## config.mk

```make
export PLATFORM = sky130hd
export DESIGN_NAME = adct_ctrl
export DESIGN_NICKNAME = d
export VERILOG_FILES = /design/src/inc/adct_pkg.sv /design/src/rtl/adct_ctrl.sv /design/src/rtl/adct_fifo.sv
export SDC_FILE = /design/constraint.sdc
export NUM_CORES = 1
export LEC_CHECK = 0
export ABC_AREA = 1
export BUFFER_PORTS_ARGS = -buffer_cell sky130_fd_sc_hd__buf_2
export CORE_MARGIN = 2
export CORE_UTILIZATION = 50
export DETAILED_ROUTE_END_ITERATION = 10
export PLACE_DENSITY = 0.75
export SETUP_SLACK_MARGIN = 0.4
export SYNTH_ARGS = -nofsm -noshare
export SYNTH_HDL_FRONTEND = slang
export SYNTH_SLANG_ARGS = --single-unit
```

## constraint.sdc

```tcl
create_clock -name ref_clk_i -period 4.1 [get_ports ref_clk_i]
set_input_delay 0.82 -clock ref_clk_i [delete_from_list [all_inputs] [get_ports ref_clk_i]]
set_output_delay 0.82 -clock ref_clk_i [all_outputs]
set_load 0.05 [all_outputs]
```

## src/inc/adct_pkg.sv

```systemverilog
// Purpose: shared constants and types of the ADC sample/convert sequencer
// Assumes: 25 MHz logic clock, pins sampled asynchronously
// Notes: config word layout follows the 12-bit control word
package adct_pkg;
   localparam int CLK_PERIOD_NS = 40;
   localparam int CONV_MAX_NS = 3860;
   localparam int CONV_INT_CYC = CONV_MAX_NS / CLK_PERIOD_NS;
   localparam int REP_GAP_NS = 2000;
   localparam int REP_GAP_CYC = (REP_GAP_NS + CLK_PERIOD_NS - 1) / CLK_PERIOD_NS;
   localparam int RESULT_W = 12;
   localparam int FIFO_DEPTH = 16;
   localparam logic [4:0] CMD_LAST_EDGE = 5'h03;
   localparam logic [4:0] SHORT_START_EDGE = 5'h10;
   localparam logic [4:0] LONG_START_EDGE = 5'h1c;
   localparam logic [5:0] SCLK_CONV_PERIODS = 6'h0e;
   localparam logic [1:0] MODE_ONESHOT = 2'h0;
   localparam logic [1:0] MODE_REPEAT = 2'h1;
   localparam logic [1:0] MODE_SWEEP = 2'h2;
   localparam logic [1:0] MODE_REP_SWEEP = 2'h3;
   localparam logic [1:0] CLK_INTERNAL = 2'h0;
   localparam logic [1:0] CLK_SCLK = 2'h1;
   localparam logic [1:0] CLK_SCLK_DIV4 = 2'h2;
   localparam logic [1:0] CLK_SCLK_DIV2 = 2'h3;
   localparam logic [3:0] CMD_CH_LAST = 4'h7;
   localparam logic [3:0] CMD_PWRDN = 4'h8;
   localparam logic [3:0] CMD_TEST_FIRST = 4'hb;
   localparam logic [3:0] CMD_TEST_LAST = 4'hd;
   localparam logic [3:0] CMD_FIFO_READ = 4'he;

   typedef struct packed {
      logic ref_int;
      logic ref_2v;
      logic long_sample;
      logic [1:0] conv_clk;
      logic [1:0] conv_mode;
      logic [1:0] sweep_seq;
      logic eoc_sel;
      logic [1:0] fifo_lvl;
   } adct_cfg_t;

   typedef struct packed {
      logic sclk;
      logic cs_n;
      logic dsp_frame_sync;
      logic sdi;
      logic ext_sample_start_n;
   } adct_pins_t;

   localparam adct_pins_t PINS_IDLE = 5'h09;

   typedef enum logic [1:0] {ST_IDLE, ST_CMD, ST_SAMPLE, ST_CONV} adct_state_t;

   function automatic logic is_conv_cmd(input logic [3:0] cmd);
      is_conv_cmd = (cmd <= CMD_CH_LAST) || (cmd >= CMD_TEST_FIRST && cmd <= CMD_TEST_LAST);
   endfunction

   function automatic logic [5:0] sclk_conv_edges(input logic [1:0] src);
      unique case (src)
         CLK_SCLK: sclk_conv_edges = SCLK_CONV_PERIODS;
         CLK_SCLK_DIV2: sclk_conv_edges = 6'(SCLK_CONV_PERIODS << 1);
         CLK_SCLK_DIV4: sclk_conv_edges = 6'(SCLK_CONV_PERIODS << 2);
         default: sclk_conv_edges = 6'h00;
      endcase
   endfunction
endpackage

```

## src/rtl/adct_ctrl.sv

```systemverilog
// Purpose: sampling and conversion sequencer of a serial 12-bit ADC
// Assumes: pins are asynchronous; cfg_i and conv_data_i are on ref_clk_i
// Notes: SCLK is oversampled, so it must stay well below the logic clock
// Contract
// Sampling starts only after conversion command
// Normal sampling lasts 12 or 24 SCLKs
// Host picks long sampling above 10 MHz
// Start pin fall with CS high samples
// Host holds start pin low minimum time
// Repeat mode: early pin waits for CS
// Start pin rise ends sample, converts
// Buffered result presented on next read
// Two CS falls, pin high, leave extended
// Pin trigger in modes 01-11 needs internal ref
// Convert after SCLK edge 16 or 28
// Oscillator conversion within 3.86 us
// SCLK conversion takes 14 divided periods
// Non-conversion commands still acted upon
// Four modes; pin, CS, frame sync triggers
// Frame sync works with CS held low
// Host never mixes trigger types
// Host spaces triggers past conversion time
// One-shot bypasses FIFO; EOC or INT
// Repeat mode fills FIFO, restart drops it
// Configuration kept between sequences
// Early pulse converts after 2 us gap
// Mode field decode 00/01/10/11; code decodes only 00 and 01, 10/11 fill FIFO like 01
// Sample select bit picks 12 or 24
// Clock source field decode
// Reference select bit picks internal
// Start pin synchronised, edges detected
`timescale 1ns/1ps
module adct_ctrl
   import adct_pkg::*;
(
   // Clock and reset
   input wire logic ref_clk_i,
   input wire logic rst_n_i,
   // Serial port and start pin
   input wire adct_pins_t pins_i,
   // Configuration and analog result
   input wire adct_cfg_t cfg_i,
   input wire logic [RESULT_W-1:0] conv_data_i,
   // Status
   output logic sampling_o,
   output logic converting_o,
   output logic eoc_o,
   output logic int_n_o,
   output logic ext_mode_o,
   output logic pwrdn_o,
   // One-shot result
   output logic result_valid_o,
   output logic [RESULT_W-1:0] result_o,
   // FIFO drain
   output logic fifo_valid_o,
   input wire logic fifo_ready_i,
   output logic [RESULT_W-1:0] fifo_data_o
);
   adct_pins_t pin_meta;
   adct_pins_t pin_sync;
   adct_pins_t pin_prev;
   adct_state_t state;
   logic [4:0] edge_cnt;
   logic [3:0] cmd_sh;
   logic ext_smp;
   logic ext_pend;
   logic [6:0] gap_cnt;
   logic [6:0] conv_cnt;
   logic [5:0] sclk_cnt;
   logic cs_fall_seen;
   logic push_ready;
   logic fifo_flush;

   logic sclk_rise;
   logic cs_fall;
   logic cs_rise;
   logic frame_sync_rise;
   logic ext_fall;
   logic ext_rise;
   logic cs_high;
   logic ext_ok;
   logic frame_start;
   logic cmd_done;
   logic [3:0] cmd_next;
   logic [4:0] start_edge;
   logic oneshot;
   logic conv_elapsed;
   logic conv_done;
   logic gap_done;

   // Two-stage sync, then edge detect on the second stage
   always_ff @(posedge ref_clk_i or negedge rst_n_i)
   begin
      if (!rst_n_i)
      begin
         pin_meta <= PINS_IDLE;
         pin_sync <= PINS_IDLE;
         pin_prev <= PINS_IDLE;
      end
      else
      begin
         pin_meta <= pins_i;
         pin_sync <= pin_meta;
         pin_prev <= pin_sync;
      end
   end

   assign sclk_rise = pin_sync.sclk && !pin_prev.sclk;
   assign cs_fall = !pin_sync.cs_n && pin_prev.cs_n;
   assign cs_rise = pin_sync.cs_n && !pin_prev.cs_n;
   assign frame_sync_rise = pin_sync.dsp_frame_sync && !pin_prev.dsp_frame_sync;
   assign ext_fall = !pin_sync.ext_sample_start_n && pin_prev.ext_sample_start_n;
   assign ext_rise = pin_sync.ext_sample_start_n && !pin_prev.ext_sample_start_n;
   assign cs_high = pin_sync.cs_n;

   assign oneshot = cfg_i.conv_mode == MODE_ONESHOT;
   assign ext_ok = oneshot || cfg_i.ref_int;
   assign frame_start = cs_fall || (frame_sync_rise && !cs_high);
   assign cmd_next = {cmd_sh[2:0], pin_sync.sdi};
   assign cmd_done = state == ST_CMD && sclk_rise && edge_cnt == CMD_LAST_EDGE;
   assign start_edge = cfg_i.long_sample ? LONG_START_EDGE : SHORT_START_EDGE;
   assign gap_done = ext_pend && pin_sync.ext_sample_start_n && gap_cnt >= 7'(REP_GAP_CYC);

   // Conversion length by clock source
   always_comb
   begin
      if (cfg_i.conv_clk == CLK_INTERNAL)
         conv_elapsed = conv_cnt >= 7'(CONV_INT_CYC);
      else
         // Rise taken now counts, so the last period ends it
         conv_elapsed = 7'(sclk_cnt) + 7'(sclk_rise) >= 7'(sclk_conv_edges(cfg_i.conv_clk));
   end

   // A full FIFO stalls the end of conversion
   assign conv_done = state == ST_CONV && conv_elapsed && (oneshot || push_ready);

   // Sequencer
   always_ff @(posedge ref_clk_i or negedge rst_n_i)
   begin
      if (!rst_n_i)
      begin
         state <= ST_IDLE;
         edge_cnt <= '0;
         cmd_sh <= '0;
         ext_smp <= 1'b0;
         ext_pend <= 1'b0;
      end
      else
      begin
         unique case (state)
            ST_IDLE:
            begin
               if (ext_fall && cs_high && ext_ok)
               begin
                  state <= ST_SAMPLE;
                  ext_smp <= 1'b1;
               end
               else if (frame_start)
               begin
                  state <= ST_CMD;
                  edge_cnt <= '0;
               end
            end
            ST_CMD:
            begin
               if (sclk_rise)
               begin
                  cmd_sh <= cmd_next;
                  edge_cnt <= edge_cnt + 5'h01;
               end
               if (cmd_done)
               begin
                  if (is_conv_cmd(cmd_next) && !ext_mode_o)
                  begin
                     state <= ST_SAMPLE;
                     ext_smp <= 1'b0;
                  end
                  else
                     state <= ST_IDLE;
               end
               else if (cs_rise)
                  state <= ST_IDLE;
            end
            ST_SAMPLE:
            begin
               if (ext_smp)
               begin
                  if (ext_rise || gap_done)
                  begin
                     state <= ST_CONV;
                     ext_pend <= 1'b0;
                  end
               end
               else if (ext_pend)
               begin
                  if (cs_rise)
                     ext_smp <= 1'b1;
               end
               else if (ext_fall && !cs_high && ext_ok && cfg_i.conv_mode == MODE_REPEAT)
                  ext_pend <= 1'b1;
               else if (sclk_rise && edge_cnt + 5'h01 == start_edge)
                  state <= ST_CONV;
               else if (cs_rise)
                  state <= ST_IDLE;
               if (!ext_smp && sclk_rise)
                  edge_cnt <= edge_cnt + 5'h01;
            end
            ST_CONV:
            begin
               ext_smp <= 1'b0;
               if (conv_done)
                  state <= ST_IDLE;
            end
         endcase
      end
   end

   // Conversion and repeat-gap timers
   always_ff @(posedge ref_clk_i or negedge rst_n_i)
   begin
      if (!rst_n_i)
      begin
         conv_cnt <= '0;
         sclk_cnt <= '0;
         gap_cnt <= '0;
      end
      else
      begin
         if (state != ST_CONV)
         begin
            conv_cnt <= 7'h01;
            sclk_cnt <= '0;
         end
         else
         begin
            if (conv_cnt < 7'(CONV_INT_CYC))
               conv_cnt <= conv_cnt + 7'h01;
            if (sclk_rise && sclk_cnt != 6'h3f)
               sclk_cnt <= sclk_cnt + 6'h01;
         end
         if (!(state == ST_SAMPLE && ext_smp))
            gap_cnt <= '0;
         else if (gap_cnt != 7'h7f)
            gap_cnt <= gap_cnt + 7'h01;
      end
   end

   // Extended mode entry and two-select exit
   always_ff @(posedge ref_clk_i or negedge rst_n_i)
   begin
      if (!rst_n_i)
      begin
         ext_mode_o <= 1'b0;
         cs_fall_seen <= 1'b0;
      end
      else if (state == ST_SAMPLE && ext_smp)
      begin
         ext_mode_o <= 1'b1;
         cs_fall_seen <= 1'b0;
      end
      else if (ext_mode_o && !pin_sync.ext_sample_start_n)
         cs_fall_seen <= 1'b0;
      else if (ext_mode_o && cs_fall)
      begin
         if (cs_fall_seen)
         begin
            ext_mode_o <= 1'b0;
            cs_fall_seen <= 1'b0;
         end
         else
            cs_fall_seen <= 1'b1;
      end
   end

   // Result buffer, flags, power-down
   always_ff @(posedge ref_clk_i or negedge rst_n_i)
   begin
      if (!rst_n_i)
      begin
         result_o <= '0;
         result_valid_o <= 1'b0;
         int_n_o <= 1'b1;
         pwrdn_o <= 1'b0;
      end
      else
      begin
         if (conv_done && oneshot)
         begin
            result_o <= conv_data_i;
            result_valid_o <= 1'b1;
            int_n_o <= cfg_i.eoc_sel;
         end
         else
         begin
            if (cmd_done && (is_conv_cmd(cmd_next) || cmd_next == CMD_FIFO_READ))
               result_valid_o <= 1'b0;
            if (frame_start)
               int_n_o <= 1'b1;
         end
         if (cmd_done && cmd_next == CMD_PWRDN)
            pwrdn_o <= 1'b1;
         else if (cmd_done && is_conv_cmd(cmd_next))
            pwrdn_o <= 1'b0;
      end
   end

   assign sampling_o = state == ST_SAMPLE && !(ext_pend && !ext_smp);
   assign converting_o = state == ST_CONV;
   assign eoc_o = cfg_i.eoc_sel && state == ST_CONV;
   assign fifo_flush = cmd_done && is_conv_cmd(cmd_next) && cfg_i.conv_mode == MODE_REPEAT;

   adct_fifo #(
      .WIDTH(RESULT_W),
      .DEPTH(FIFO_DEPTH)
   ) u_fifo (
      .clk_i(ref_clk_i),
      .rst_n_i(rst_n_i),
      .flush_i(fifo_flush),
      .in_valid_i(conv_done && !oneshot),
      .in_ready_o(push_ready),
      .in_data_i(conv_data_i),
      .out_valid_o(fifo_valid_o),
      .out_ready_i(fifo_ready_i),
      .out_data_o(fifo_data_o)
   );
endmodule

```

## src/rtl/adct_fifo.sv

```systemverilog
// Purpose: result FIFO with valid/ready on both sides
// Assumes: single clock, flush drops all words
// Notes: write is refused while full
`timescale 1ns/1ps
module adct_fifo #(
   parameter int WIDTH = 12,
   parameter int DEPTH = 16
) (
   // Clock and reset
   input wire logic clk_i,
   input wire logic rst_n_i,
   input wire logic flush_i,
   // Fill side
   input wire logic in_valid_i,
   output logic in_ready_o,
   input wire logic [WIDTH-1:0] in_data_i,
   // Drain side
   output logic out_valid_o,
   input wire logic out_ready_i,
   output logic [WIDTH-1:0] out_data_o
);
   localparam int AW = $clog2(DEPTH);
   logic [WIDTH-1:0] mem [DEPTH];
   logic [AW:0] wr_ptr;
   logic [AW:0] rd_ptr;
   logic push;
   logic pop;

   assign in_ready_o = (wr_ptr - rd_ptr) != (AW+1)'(DEPTH);
   assign out_valid_o = wr_ptr != rd_ptr;
   assign out_data_o = mem[rd_ptr[AW-1:0]];
   assign push = in_valid_i && in_ready_o;
   assign pop = out_valid_o && out_ready_i;

   always_ff @(posedge clk_i)
   begin
      if (push)
      begin
         mem[wr_ptr[AW-1:0]] <= in_data_i;
      end
   end

   always_ff @(posedge clk_i or negedge rst_n_i)
   begin
      if (!rst_n_i)
      begin
         wr_ptr <= '0;
         rd_ptr <= '0;
      end
      else if (flush_i)
      begin
         wr_ptr <= '0;
         rd_ptr <= '0;
      end
      else
      begin
         if (push)
            wr_ptr <= wr_ptr + 1'b1;
         if (pop)
            rd_ptr <= rd_ptr + 1'b1;
      end
   end
endmodule
```

==> out/qor.yml <==
yosysWarnings: 0
async_reset_ff_frac: 0.275
drv_slew: 0
ys_types: 34
tritoncts: "yes"
peakVddDrop_v: 0.000377
path_class: "reg2out"
start_util: 0.507
first_iter_violations: 694
synth.most_common_cell: "edfxtp_1"
place_area_mm2: 0.0122
synth_top_area_frac: 0.504
powerDensity_mw_per_mm2: 629
critPathMaxStageDelay_ps: 460
max_freq_ghz: 0.283
yosysSeqAreaShare: 0.664
fin_crit_ps: 3540
place_congestion: 0.876
whs_ps: 347
relSlewSlack: 0.395
hold_class: "reg2reg"
setup_violations: 0
drv_cap: 0
startpoint_type: "register"
status: "complete, no violations"
diodes: 0
ant_nets: 0
vias_per_cell: 5.62
fin_crit_sh: 0.863
area_delta_synth_final_pct: 14.6
drt-pass1-iter-count: 7
grt_pass1_wl_mm: 40.4
via_count: 7986
io_buffer_count: 58
grt_usage: 0.213
fin_skew_ps: 18.6
cp.required_ps: 3280
core_area_mm2: 0.0226
fin_util: 0.581
wl_met3_mm: 1.75
die_x_um: 155
ctsHtreeMaxLevel: 1
drc: 0
top_layer: "met4"
wl_met2_mm: 12.4
p_leak_nw: 5.17
yosys-top-cells-area: "edfxtp_1 50%, dfrtp_1 14%, o21ai_0 5.2%"
synth_common_cells: "192 x edfxtp_1, 156 x nand2_1, 137 x nor2_1"
synthesis.area_mm2: 0.0114
rsz0062_at_grt: "no"
synth_top_flop_cell: "edfxtp_1"
routedWlPerCell_um: 18.1
hold_viol: 0
cts-root-buf: "clkbuf_16"
clk_pin_slew_ps: 60
chipHeight_um: 155
hold_buffers: 0
drt-met1-wl_mm: 10.5
path_delay_family: "buffers and inverters"
yosys.area.top_type: "edfxtp_1"
syn_avg_cell_area_um2: 10.9
hpwl_mm: 15.9
slowest_stage: "buf_4"
overflow: 0
crit_chain: "inv_2 > buf_4 > o21ai_0 > o22ai_1 > nand2_1 > nand3_1 > buf_2"
synth_enable_flop_cells: 192
dp_cells: 1371
cp.arrival_ps: 2720
nets: 1175
cts_sinks: 265
clk_latency_ps: 540
worstMarginPinSlew_ps: 908
drive_above_1_share: 0.145
ys_ff_latch: 265
netlist_instances: 1046
syn-num-nets: 1106
clockBufferDepth: 3
cts_made_buffers: 27
first_global_vias: 7651
drt_wl_total_mm: 25.7
endpoint_kind: "output port"
fin_tns_setup_ps: 0
post-cts-setup-buffers: 0
postLayoutCellArea_mm2: 0.0131
grt_max_degree: 100
dieArea_mm2: 0.0241
row_count: 55
cp_max_fo: 40
critical_path_buf_inv_count: 3
fin_cells: 1421
antenna_found_initial: 0
ios: 64
metal layers:
layer / vias to the layer above / global-route usage
met2: 305 / 0.355
met4: 0 / 0.0826
met1: 3779 / 0.285
met5: - / 0
li1: 3829 / -
met3: 73 / 0.0343
per-stage QoR:
| stage | setup slack, ps | total power [mW] |
|---|---|---|
| 2_1_floorplan | 768 | 5.01 |
| 3_3_place_gp | 957 | 5.68 |
| 3_5_place_dp | 844 | 5.74 |
| 4_1_cts | 533 | 8.26 |
| 5_1_grt | 409 | 8.63 |
| 6_report | 563 | 8.24 |
final cells by class:
cell class	count	area [um^2]
Clock buffer	33	698
Clock inverter	17	215
Fill cell	1812	9460
Inverter	75	282
Multi-Input combinational cell	660	3450
Sequential cell	265	7600
Tap cell	285	357
Timing Repair Buffer	86	507
state kept, by name (all words and copies together) (netlist names), 2 cells and up:
signal         cells
pin_meta           5
sclk_cnt           6
pin_sync           3
gap_cnt            7
u_fifo.mem       192
conv_cnt           7
cmd_sh             3
pin_prev           4
result_o          12
u_fifo.rd_ptr      5
state              2
u_fifo.wr_ptr      5
edge_cnt           5
power by group:
| part | switching [mW] | internal (mW) |
|---|---|---|
| combinational | 1.91 | 0.686 |
| clock | 1.01 | 1.53 |
| sequential | 0.105 | 3.00 |
| total | 3.03 | 5.21 |
cells in the final DEF, fill, tap and decap left out, types with 9 or more instances in the layout:
cell,Yosys,final
dfrtp_1,66,65
nand2_1,156,156
inv_1,72,72
edfxtp_1,192,192
nor3_2,2,17
o21ai_0,119,119
clkbuf_16,0,27
nor2_1,137,137
buf_4,0,28
o221ai_1,17,17
buf_2,11,57
nand3_1,74,74
o22ai_1,34,34
xor2_1,9,9
a21oi_1,25,25
ha_1,28,28
worst paths after layout:
kind                                  startpoint                 to  slack [ps]  cells after the start
worst max-delay path            u_fifo.rd_ptr[0]     fifo_data_o[0]         560                      7
worst min-delay path                 pin_meta[2]        pin_sync[2]         350                      0
worst max register to register       pin_prev[4]  u_fifo.mem[10][4]         870                     17
worst min register to register       pin_meta[2]        pin_sync[2]         350                      0
max in group asynchronous                rst_n_i   u_fifo.rd_ptr[0]        3040                      1
min in group asynchronous                rst_n_i        sclk_cnt[0]         420                      1
worst reg2reg max path: cells and delay by family, from the launching register on:
| kind | cells | cell delay (ps) |
|---|---|---|
| adder cells (fa/ha/maj) | 3 | 660 |
| XOR/XNOR | 1 | 150 |
| AND/OR/NAND/NOR | 8 | 1090 |
| buffers and inverters | 4 | 500 |
| flip-flops | 1 | 360 |
| AO/OA/AOI/OAI | 1 | 170 |
cells by family after synthesis:
| group | share of synthesized area |
|---|---|
| AO/OA/AOI/OAI | 0.106 |
| XOR/XNOR | 0.00766 |
| adder cells (fa/ha/maj) | 0.0306 |
| buffers and inverters | 0.0409 |
| flip-flops | 0.664 |
| AND/OR/NAND/NOR | 0.150 |
repair_timing:
item	in CTS	in global routing
setup endpoints to repair	0	3
resized for setup	0	1
hold endpoints to repair	0	0
Power figures use the tool's default switching activity.
